[config.mk]
export PLATFORM = sky130hd
export DESIGN_NAME = modem_host_port_init_control
export DESIGN_NICKNAME = d
export VERILOG_FILES = /design/src/verilog/modem_init_pkg.sv /design/src/verilog/wait_if.sv /design/src/verilog/modem_host_port_init_control.sv /design/src/verilog/init_wait_timer.sv
export SDC_FILE = /design/constraint.sdc
export NUM_CORES = 1
export LEC_CHECK = 0
export BUFFER_PORTS_ARGS = -buffer_cell sky130_fd_sc_hd__buf_4
export CAP_MARGIN = 20
export CORE_UTILIZATION = 45
export DETAILED_ROUTE_END_ITERATION = 10
export GPL_ROUTABILITY_DRIVEN = 1
export MAX_ROUTING_LAYER = met4
export PLACE_DENSITY = 0.74
export SLEW_MARGIN = 20
export SYNTH_ARGS = -nofsm -noshare
export SYNTH_HDL_FRONTEND = slang
export SYNTH_SLANG_ARGS = --single-unit
[constraint.sdc]
create_clock -name clk -period 2.7 [get_ports clk]
set_input_delay 0.27 -clock clk [delete_from_list [all_inputs] [get_ports clk]]
set_output_delay 0.27 -clock clk [all_outputs]
set_load 0.1 [all_outputs]
[src/verilog/modem_init_pkg.sv]
package modem_init_pkg;
    // Clock rate, in kilohertz, for converting waits into cycles
    localparam int CLK_KHZ = 125_000;
    // Initialisation waits, in milliseconds, and their cycle counts
    localparam int PWRUP_WAIT_MS = 220;
    localparam int RESET_WAIT_MS = 75;
    localparam int PWRUP_WAIT_CYC = PWRUP_WAIT_MS * CLK_KHZ;
    localparam int RESET_WAIT_CYC = RESET_WAIT_MS * CLK_KHZ;
    // Least shutdown low time the host must give, in microseconds
    localparam int SHUT_MIN_LOW_US = 1000;
    localparam int SHUT_MIN_LOW_CYC = (SHUT_MIN_LOW_US * CLK_KHZ + 999) / 1000;
    // Cycles the strap is watched as an input before it is latched
    localparam int STRAP_SETTLE_CYC = 4;
    // Width of the wait counter
    localparam int WAIT_W = 25;
    // Reset values of the pin side
    localparam logic MARK_LEVEL = 1'b1;
    localparam logic MODE_RESET = 1'b0;

    typedef enum logic [3:0] {
        ST_SAMPLE = 4'b0001,
        ST_INIT = 4'b0010,
        ST_RUN = 4'b0100,
        ST_SHUT = 4'b1000
    } port_state_e;
endpackage

[src/verilog/wait_if.sv]
`timescale 1ns/1ps
interface wait_if #(parameter int W = 25);
    logic clear;
    logic [W-1:0] limit;
    logic expired;
    modport timer (input clear, input limit, output expired);
    modport ctrl (output clear, output limit, input expired);
endinterface

[src/verilog/modem_host_port_init_control.sv]
// Contract
// - After power-up or any reset the strap pin is an input and is sampled to pick the mode.
// - A low strap selects RS-485, a high or open strap selects RS-232C.
// - Once the mode is sampled the strap pin turns into an output, so it must not be tied hard.
// - In RS-485 mode the former strap pin is the transmit enable of the outside line driver.
// - While the load-defaults input is low the default parameter set is loaded.
// - A low shutdown input puts the port into shutdown, which acts as a hardware reset.
// - After power-up about 220 ms of initialisation pass before serial input is accepted.
// - After shutdown returns high about 75 ms pass before serial input is accepted.
// - On the serial data lines a mark is high and a space is low.
`timescale 1ns/1ps
module modem_host_port_init_control #(
    parameter int PWRUP_CYC = modem_init_pkg::PWRUP_WAIT_CYC,
    parameter int RESET_CYC = modem_init_pkg::RESET_WAIT_CYC
) (
    input wire logic clk,
    input wire logic resetn,
    input wire logic shut_n,
    input wire logic def_param_n,
    input wire logic line_driver_enable_strap_in,
    output logic line_driver_enable_strap_out,
    output logic line_driver_enable_strap_oe_n,
    input wire logic txd_pin,
    output logic rxd_pin,
    input wire logic tx_drive_req,
    input wire logic rx_line_data,
    output logic tx_line_data,
    output logic mode_rs485,
    output logic load_defaults,
    output logic core_reset,
    output logic host_ready
);
    localparam int W = modem_init_pkg::WAIT_W;

    // Both waits must fit the counter and be at least one cycle
    if (PWRUP_CYC < 1 || PWRUP_CYC >= 2 ** W) begin : g_bad_pwrup
        $error("PWRUP_CYC out of range for the wait counter");
    end
    if (RESET_CYC < 1 || RESET_CYC >= 2 ** W) begin : g_bad_reset
        $error("RESET_CYC out of range for the wait counter");
    end

    modem_init_pkg::port_state_e state;
    logic shut_s1, shut_s2;
    logic def_s1, def_s2;
    logic strap_s1, strap_s2;
    logic txd_s1, txd_s2;
    logic [2:0] settle;
    logic after_shut;
    logic sampled_mode;

    wait_if #(.W(W)) wt ();

    init_wait_timer #(.W(W)) u_timer (
        .clk(clk),
        .resetn(resetn),
        .w(wt)
    );

    // Pin inputs pass two flops before any logic reads them
    always_ff @(posedge clk) begin
        shut_s1 <= shut_n;
        shut_s2 <= shut_s1;
        def_s1 <= def_param_n;
        def_s2 <= def_s1;
        strap_s1 <= line_driver_enable_strap_in;
        strap_s2 <= strap_s1;
        txd_s1 <= txd_pin;
        txd_s2 <= txd_s1;
    end

    // Wait length depends on why we are initialising
    assign wt.limit = after_shut ? W'(RESET_CYC) : W'(PWRUP_CYC);
    assign wt.clear = (state != modem_init_pkg::ST_INIT);

    // Port sequencer: sample, wait, run; shutdown overrides all
    always_ff @(posedge clk) begin
        if (!resetn) begin
            state <= modem_init_pkg::ST_SAMPLE;
            after_shut <= 1'b0;
            settle <= '0;
            sampled_mode <= modem_init_pkg::MODE_RESET;
        end else if (!shut_s2 && state != modem_init_pkg::ST_SHUT) begin
            state <= modem_init_pkg::ST_SHUT;
        end else begin
            case (state)
                modem_init_pkg::ST_SAMPLE: begin
                    // Settle lets the sync chain flush stale pin levels
                    if (settle == 3'(modem_init_pkg::STRAP_SETTLE_CYC - 1)) begin
                        sampled_mode <= !strap_s2;
                        state <= modem_init_pkg::ST_INIT;
                    end else begin
                        settle <= settle + 3'd1;
                    end
                end
                modem_init_pkg::ST_INIT: begin
                    if (wt.expired) begin
                        state <= modem_init_pkg::ST_RUN;
                    end
                end
                modem_init_pkg::ST_RUN: begin
                    state <= modem_init_pkg::ST_RUN;
                end
                modem_init_pkg::ST_SHUT: begin
                    // Release re-samples the strap, then the short wait
                    if (shut_s2) begin
                        state <= modem_init_pkg::ST_SAMPLE;
                        after_shut <= 1'b1;
                        settle <= '0;
                    end
                end
                default: begin
                    state <= modem_init_pkg::ST_SAMPLE;
                end
            endcase
        end
    end

    // Mode output follows the latched sample only; held until re-sample
    always_ff @(posedge clk) begin
        if (!resetn) begin
            mode_rs485 <= modem_init_pkg::MODE_RESET;
        end else begin
            mode_rs485 <= sampled_mode;
        end
    end

    // Strap pin: input while sampling or shut down, then an output
    // Shutdown is a hardware reset, so the pin is released as at power-up
    always_ff @(posedge clk) begin
        if (!resetn) begin
            line_driver_enable_strap_oe_n <= 1'b1;
            line_driver_enable_strap_out <= 1'b0;
        end else if ((state == modem_init_pkg::ST_SAMPLE)
            || (state == modem_init_pkg::ST_SHUT)) begin
            line_driver_enable_strap_oe_n <= 1'b1;
            line_driver_enable_strap_out <= 1'b0;
        end else begin
            line_driver_enable_strap_oe_n <= 1'b0;
            // Driver enabled only while running in RS-485 mode
            line_driver_enable_strap_out <= sampled_mode && tx_drive_req
                && (state == modem_init_pkg::ST_RUN);
        end
    end

    // Control outputs toward the modem core
    always_ff @(posedge clk) begin
        if (!resetn) begin
            load_defaults <= 1'b0;
            core_reset <= 1'b1;
            host_ready <= 1'b0;
        end else begin
            load_defaults <= !def_s2;
            core_reset <= (state == modem_init_pkg::ST_SAMPLE)
                || (state == modem_init_pkg::ST_SHUT);
            host_ready <= (state == modem_init_pkg::ST_RUN);
        end
    end

    // Data lines pass straight, mark high; idle at mark when not running
    always_ff @(posedge clk) begin
        if (!resetn) begin
            rxd_pin <= modem_init_pkg::MARK_LEVEL;
            tx_line_data <= modem_init_pkg::MARK_LEVEL;
        end else if (state == modem_init_pkg::ST_RUN) begin
            rxd_pin <= rx_line_data;
            tx_line_data <= txd_s2;
        end else begin
            rxd_pin <= modem_init_pkg::MARK_LEVEL;
            tx_line_data <= modem_init_pkg::MARK_LEVEL;
        end
    end
endmodule

[src/verilog/init_wait_timer.sv]
`timescale 1ns/1ps
module init_wait_timer #(
    parameter int W = 25
) (
    input wire logic clk,
    input wire logic resetn,
    wait_if.timer w
);
    logic [W-1:0] count;

    // A counter narrower than one bit cannot hold any wait
    if (W < 1) begin : g_bad_w
        $error("W must be at least 1 for the wait counter");
    end

    // Counts up from clear and parks at the limit
    always_ff @(posedge clk) begin
        if (!resetn || w.clear) begin
            count <= '0;
        end else if (count != w.limit) begin
            count <= count + 1'b1;
        end
    end

    assign w.expired = (count == w.limit);
endmodule

# Yosys cells after proc, flatten, opt, wreduce, memory -nomap -nowiden
# Cells that the tools add are included.
dict set report word_totals {
  register_bits 50
  out_inout_bits 8
  elab_cells 70
  inputBits 8
}
dict set report op_classes {
  n_bitwise 2
  n_eq_ne 16
  n_mux 10
  add_sub_neg 2
  n_reduce_logical 18
}
# cell n
set op_table {}
lappend op_table {{$add A25 B1 Y25 const B} 1}
lappend op_table {{$eq A25 B25 Y1} 1}
lappend op_table {{$mux W25} 1}
lappend op_table {{$ne A25 B25 Y1} 1}
lappend op_table {{$mux W4} 4}
lappend op_table {{$pmux W4 S4} 1}
lappend op_table {{$reduce_and A3 Y1} 4}
lappend op_table {{$mux W3} 2}
lappend op_table {{$ne A2 B2 Y1 const B} 3}
lappend op_table {{$ne A3 B3 Y1 const B} 2}
lappend op_table {{$pmux W3 S2} 1}
lappend op_table {{$eq A4 B1 Y1 const B} 1}
lappend op_table {{$eq A4 B2 Y1 const B} 1}
lappend op_table {{$eq A4 B3 Y1 const B} 1}
lappend op_table {{$eq A4 B4 Y1 const B} 1}
lappend op_table {{$logic_not A1 Y1} 4}
lappend op_table {{$ne A4 B2 Y1 const B} 1}
lappend op_table {{$ne A4 B4 Y1 const B} 1}
lappend op_table {{$reduce_and A4 Y1} 1}
lappend op_table {{$reduce_or A2 Y1} 2}
lappend op_table {{$add A3 B1 Y3 const B} 1}
lappend op_table {{$eq A3 B2 Y1 const B} 1}
lappend op_table {{$logic_and A1 B1 Y1} 3}
lappend op_table {{$ne A3 B2 Y1 const B} 1}
lappend op_table {{6 further kinds} 8}

# Depth between registers and ports, before layout
# Gate-level depths: netlist (run 1).
dict set report logic_depth {
  depth_word 5
  ltp_mapped 6
  mapped_depth_nobuf 6
}

# Hierarchy
# From an unflattened synthesis (run 1), not the netlist that was laid out.
dict set report hier_totals {
  cells_unflattened 262
  area_unflattened_um2 2358.5
}
# module cells_per_inst n_inst seq_area_each_um2 area_each_um2
set modules_own_cells {}
lappend modules_own_cells {init_wait_timer 182 1 500.5 1511.4}
lappend modules_own_cells {modem_host_port_init_control 80 1 480.5 847.1}

# Least setup slack after synthesis (run 1)
# Ideal clock, no wire load.
dict set report synth_path {
  kind {reg2reg}
  from {register u_timer.count[0]}
  to {register u_timer.count[18]}
  path_buffers 1
  synth_period_minus_slack_ns 1.886
  slack_ns 0.814
  arrival_ns 1.817
  path_stages_with_launch 7
  required_ns 2.630
  setup_time_ns 0.070
  path_cell_list {dfxtp_1 > ha_1 > nand2_1 > or4_1 > buf_2 > or4_1 > a21oi_1}
}
dict set report synth_between {
  elab_chain_len 1
  elab_cells_between_ends 2
  classes_between {add/sub (1); eq/ne (1)}
}
# element line_no
set synth_lines {}
lappend synth_lines {{from (decl)} init_wait_timer.sv:9} ;# logic [W-1:0] count;
lappend synth_lines {{from (signal assigned)} init_wait_timer.sv:21} ;# count <= count + 1'b1;
lappend synth_lines {{$add A25 B1 Y25 or $ne A25 B25 Y1 (tied branches)} {init_wait_timer.sv:21, init_wait_timer.sv:20}}
# Parallel ways exist; a longest one is shown, timed or not.
# A chain may end at the register's enable or synchronous reset.

# Worst setup path after layout (run 1)
# Same ends and word-level chain as after synthesis.

==> results of run 1 <==
-- power breakdown --
group / switching [mW] / internal (mW)
Combinational: 0.0507 / 0.0275
Sequential: 0.0104 / 0.737
Clock: 0.235 / 0.301
Total: 0.296 / 1.07
-- cells by family after synthesis --
logic type / Yosys count / synth area share
flops: 49 / 0.460
xor+xnor: 11 / 0.0452
simple gates: 105 / 0.287
mux: 4 / 0.0188
buf+inv: 16 / 0.0422
compound gates: 40 / 0.124
fa+ha+maj: 4 / 0.0235
-- flip-flops by register name, indices dropped and copies added, names as in the netlist --
signal,cells
txd_s1,1
sampled_mode,1
host_ready,1
strap_s2,1
tx_line_data,1
load_defaults,1
strap_s1,1
def_s2,1
shut_s2,1
settle,3
u_timer.count,25
shut_s1,1
line_driver_enable_strap_oe_n,1
line_driver_enable_strap_out,1
state,4
txd_s2,1
rxd_pin,1
after_shut,1
mode_rs485,1
def_s1,1
-- synth_stat cells, types with 2 or more instances --
| library cell | number |
|---|---|
| a31oi_1 | 2 |
| nand2b_1 | 3 |
| dfxtp_1 | 49 |
| a21oi_1 | 14 |
| nand2_1 | 20 |
| mux2i_1 | 4 |
| nor3_1 | 4 |
| nor4_1 | 2 |
| and3_1 | 4 |
| nor2_1 | 14 |
| nor4b_1 | 2 |
| or3_1 | 5 |
| nor4bb_1 | 2 |
| o31ai_1 | 6 |
| buf_6 | 2 |
| clkbuf_1 | 2 |
| or4_1 | 7 |
| and4_1 | 3 |
| or4b_1 | 2 |
| nand4_1 | 10 |
| xor2_1 | 6 |
| nand3_1 | 12 |
| and2_1 | 5 |
| ha_1 | 4 |
| nor3b_1 | 2 |
| o21ai_0 | 10 |
| xnor2_1 | 5 |
| inv_1 | 8 |
-- layer usage --
metal | track usage | vias up
met1 | 0.245 | 776
met2 | 0.259 | 27
li1 | - | 871
met3 | 0.0427 | 5
met4 | 0.0756 | 0
met5 | - | -
-- cell type report --
| cell class | count | area [µm²] | share of cell area |
|---|---|---|---|
| Multi-Input combinational cell | 164 | 1060 | 0.446 |
| Sequential cell | 49 | 981 | 0.412 |
| Timing Repair Buffer | 16 | 120 | 0.0504 |
| Clock buffer | 6 | 82.6 | 0.0347 |
| Tap cell | 52 | 65.1 | 0.0273 |
| Clock inverter | 2 | 37.5 | 0.0158 |
| Inverter | 9 | 33.8 | 0.0142 |
-- critical path: stages (launching register included) --
cell and delay [ns]:
dfxtp_1 0.38, ha_1 0.25, nand2_1 0.14, or4_1 0.65, or4_1 0.43, a21oi_1 0.15
-- worst paths after layout --
path,startpoint,endpoint,cells past startpoint
max,u_timer.count[0],u_timer.count[18],5
min,line_driver_enable_strap_in,strap_s1,1
max reg2reg,u_timer.count[0],u_timer.count[18],5
min reg2reg,txd_s1,txd_s2,0
==> results.ini, run 1 <==
[timing]
maxSlewHeadroom=0.490
post-route-period-util=0.764
hold_slack_ns=0.0677
tightest_slew_ns=0.758
finClkSkew_ns=0.00643
setup_violations=0
hold_viol=0
rsz0062_at_grt=no
report.final.slew_viol_count=0
clock.fmax_mhz=485
setup_tns_ns=0
fin_ws_ns=0.639
period_needed_ns=2.06

[power_and_ir_drop]
design_power_total_mw=1.36
peakVddDrop_mv=0.295
p_leak_nw=0.761
p_per_area_mw_per_mm2=572

[drt]
dr.pass1.iters=6
wl_met3_um=140
ant_nets=0
wl_met1_um=1940
wl_met2_um=1640
drt-total-wl_um=3780
routedWlPerCell_um=12.7
drc_errors=0
dr.first_iter.drc_count=142
vias=1679
routed.top_layer=met4
avgViaCountPerCell=5.63

[cts]
cts-root-buf=clkbuf_8
cts_setup_buffers=0
cts_tree=yes
worstSkewPairLatency_ns=0.30
cts.clk_slew.worst_paths_ns=0.09
clock_sinks=49
cts.repair.resized=0
cts-buffers-inserted=5
cts_max_level=2
hold_buffers=0
cts.path.max_buffers=2

[floorplanning]
ios=16
core_mm2=0.00444
fp.dieW_um=70.9
fp-row-count=24
start_util=0.480
die_area_mm2=0.00502
die_y_um=70.9

[logic_synthesis]
ys_ff_latch=49
synthDistinctLibCells=48
async_flop_share=0
synth_edf_count=0
synth.cell_area_mm2=0.00213
synth.top_cell.area_share=0.460
synth.net_count=241
netlist_top_cells_area=dfxtp_1 46%, nand2_1 3.5%, a21oi_1 3.3%
synth-main-ff-cell=dfxtp_1
ys_warn_count=0
synth.largest_area_cell=dfxtp_1
ys_seq_area_frac=0.460
synth_cells=229
syn_area_per_cell_um2=9.32

[placement]
placed_area_mm2=0.00226
dpl.hpwl_um=2660
port_buffers=15
routabilityCongestion=0.845
pre_cts_ws_ns=0.680
placed_cells=290

[setup_path]
ff2ff_setup_slack_ns=0.64
cp.arrival_ns=2.30
crit_required_ns=2.93
crit_fanout=8
cp-start-kind=flop
endpoint_kind=flop
critPathKind=flop to flop

[layout]
fin_cells=298
n_antenna_cell=0
stdcell_area_mm2=0.00238
drive_gt1_frac=0.126
final_nets=257
layout_common_cells=49 x dfxtp_1, 20 x nand2_1, 16 x buf_4
flow.area_growth_from_synthesis_pct=11.7
final_common_cell=dfxtp_1
final_util=0.536
fillerInstances=432

[global_route]
globalRoute.totalOverflow=0
grt_max_degree=21
grt_pass1_wl_um=6940
track_usage=0.181
antenna_found_initial=0
grt_pass1_vias=1569

[job]
cap_viol_max_count=0

[min_path]
min-delay-path-class=primary input to flop

[run_status]
status=finished clean

Power figures use the tool's default switching activity.
==> inputs of run 2 (changes only) <==
PLACE_DENSITY = 0.76   (was 0.74)
clock period = 1.73 ns   (was 2.7 ns; I/O delays follow)
==> results.ini, run 2 (synthesized netlist as in run 1, its figures left out) <==
[run_status]
status=finished with violations  ; was finished clean
violations=design-rule violations, negative setup slack

[layout]
stdcell_area_mm2=0.00277  ; was 0.00238 mm²
fillerInstances=378  ; was 432
n_antenna_cell=0  ; unchanged
regArea_mm2=0.00100  ; was 981 µm²
largest_register_ffs=25  ; unchanged
final_common_cell=buf_4  ; was dfxtp_1
drive_gt1_frac=0.338  ; was 0.126
multi_input_area_mm2=0.00116  ; was 0.00106 mm²
reg_top3=u_timer.count (25), state (4), settle (3)  ; unchanged
final_nets=295  ; was 257
layout_common_cells=49 x buf_4, 37 x dfxtp_1, 19 x nand2_1  ; was 49 x dfxtp_1, 20 x nand2_1, 16 x buf_4
largest-register=u_timer.count  ; unchanged
flow.area_growth_from_synthesis_pct=29.8  ; was 11.7%
final_util=0.623  ; was 0.536

[placement]
dpl.hpwl_um=3330  ; was 2660 µm
placed_area_mm2=0.00253  ; was 0.00226 mm²
port_buffers=15  ; unchanged
routabilityCongestion=0.851  ; was 0.845
pre_cts_ws_ns=-0.00141  ; was 0.680 ns

[min_path]
min-delay-path-class=primary input to flop  ; unchanged

[cts]
cts_tree=yes  ; unchanged
cts.clk_slew.worst_paths_ns=0.09  ; about the same
cts-root-buf=clkbuf_8  ; unchanged
clock_sinks=49  ; unchanged
worstSkewPairLatency_ns=0.31  ; was 0.30 ns
cts_max_level=2  ; unchanged
cts.path.max_buffers=2  ; unchanged
cts-buffers-inserted=5  ; unchanged

[timing]
clock.fmax_mhz=575  ; was 485 MHz
rsz0062_at_grt=yes  ; was no
setup_tns_ns=-0.00964  ; was 0 ns
report.final.slew_viol_count=0  ; unchanged
maxSlewHeadroom=0.713  ; was 0.490
finClkSkew_ns=0.00558  ; was 0.00643 ns
post-route-period-util=1.01  ; was 0.764
hold_slack_ns=0.0479  ; was 0.0677 ns
hold_viol=0  ; unchanged
period_needed_ns=1.74  ; was 2.06 ns
setup_violations=1  ; was 0
tightest_slew_ns=0.430  ; was 0.758 ns
fin_ws_ns=-0.00964  ; was 0.639 ns

[setup_path]
cp.arrival_ns=1.98  ; was 2.30 ns
critPathKind=flop to flop  ; unchanged
r2r.worst_path.cells=5  ; unchanged
r2r-start=u_timer.count[0]  ; unchanged
cp-start-kind=flop  ; unchanged
cp-startpoint=u_timer.count[0]  ; unchanged
endpoint_kind=flop  ; unchanged
crit_required_ns=1.97  ; was 2.93 ns
ff2ff_setup_slack_ns=-0.01  ; was 0.64 ns
endpoint=u_timer.count[18]  ; unchanged
worst_r2r_endpoint=u_timer.count[18]  ; unchanged
crit_fanout=5  ; was 8

[floorplanning]
fp-row-count=24  ; unchanged
start_util=0.480  ; unchanged
die_area_mm2=0.00502  ; unchanged
fp.dieW_um=70.9  ; unchanged
core_mm2=0.00444  ; unchanged
die_y_um=70.9  ; unchanged
ios=16  ; unchanged

[drt]
wl_met3_um=241  ; was 140 µm
vias=1914  ; was 1679
ant_nets=0  ; unchanged
dr.first_iter.drc_count=232  ; was 142
wl_met2_um=2300  ; was 1640 µm
drc_errors=2  ; was 0
drt-total-wl_um=4830  ; was 3780 µm
dr.pass1.iters=7  ; was 6
routedWlPerCell_um=14.4  ; was 12.7 µm
routed.top_layer=met4  ; unchanged
avgViaCountPerCell=5.70  ; was 5.63
wl_met1_um=2180  ; was 1940 µm

[power_and_ir_drop]
peakVddDrop_mv=0.352  ; was 0.295 mV
p_leak_nw=0.980  ; was 0.761 nW
p_per_area_mw_per_mm2=711  ; was 572 mW/mm²

[global_route]
globalRoute.totalOverflow=0  ; unchanged
grt_pass1_vias=1766  ; was 1569
track_usage=0.208  ; was 0.181
grt_max_degree=21  ; unchanged
antenna_found_initial=0  ; unchanged
grt_pass1_wl_um=7990  ; was 6940 µm

[job]
cap_viol_max_count=0  ; unchanged

[run 2: changes by cell type in the layout (fill, tap and decap cells not counted), sizes merged]
cell / delta
buf: +34
dlygate4sd3: +4
clkinv: +2
bufinv: -1
clkinvlp: -1
[run 2: how the worst min path moves through the flow]
stage / cells after the start / endpoint / startpoint / slack (ns)
finish: 2 / rxd_pin / rx_line_data / 0.05
floorplan: 0 / def_s1 / def_param_n / 0.20
detailed placement: 1 / def_s1 / def_param_n / 0.28
global route: 2 / rxd_pin / rx_line_data / 0.07
global placement: 1 / strap_s1 / line_driver_enable_strap_in / 0.28
CTS: 2 / rxd_pin / rx_line_data / 0.05
[run 2: power breakdown]
| part | total [mW] | leakage [nW] | internal (mW) | switching, mW |
|---|---|---|---|---|
| Combinational | 0.153 | 0.529 | 0.0593 | 0.0933 |
| Sequential | 1.16 | 0.406 | 1.15 | 0.0102 |
| Clock | 0.659 | 0.0450 | 0.281 | 0.378 |
[run 2: timing repair]
action,in CTS,in global routing
setup endpoints to repair,4,14
buffers inserted,0,2
pin swaps,0,6
hold buffers,4,0
hold endpoints to repair,4,0
gates resized for setup,3,30
[run 2: area by class of cell]
| class | count | share of cell area |
|---|---|---|
| clock inverter | 2 | 0.00361 |
| clock buffer | 6 | 0.0262 |
| sequential | 49 | 0.362 |
| inverter | 9 | 0.0140 |
| tap | 52 | 0.0235 |
| multi-input combinational | 164 | 0.419 |
| timing repair buffer | 54 | 0.151 |
[run 2: per-stage QoR]
step / std cells / power (mW)
4_1_cts: 334 / 1.99
5_1_grt: 336 / 2.04
3_3_place_gp: 322 / 1.33
6_report: 336 / 1.97
2_1_floorplan: 229 / 1.28
3_5_place_dp: 322 / 1.33
[run 2: worst max-delay path, stage by stage (launching register included)]
cell,delay [ns]
dfxtp_4,0.40
ha_4,0.16
nand2_4,0.04
or4_4,0.53
or4_4,0.44
a21oi_2,0.12
[run 2: layer usage]
layer  vias up  global-route usage
met4         0              0.0867
met5         -                   -
li1        953                   -
met3        10              0.0456
met1       890               0.262
met2        61               0.324
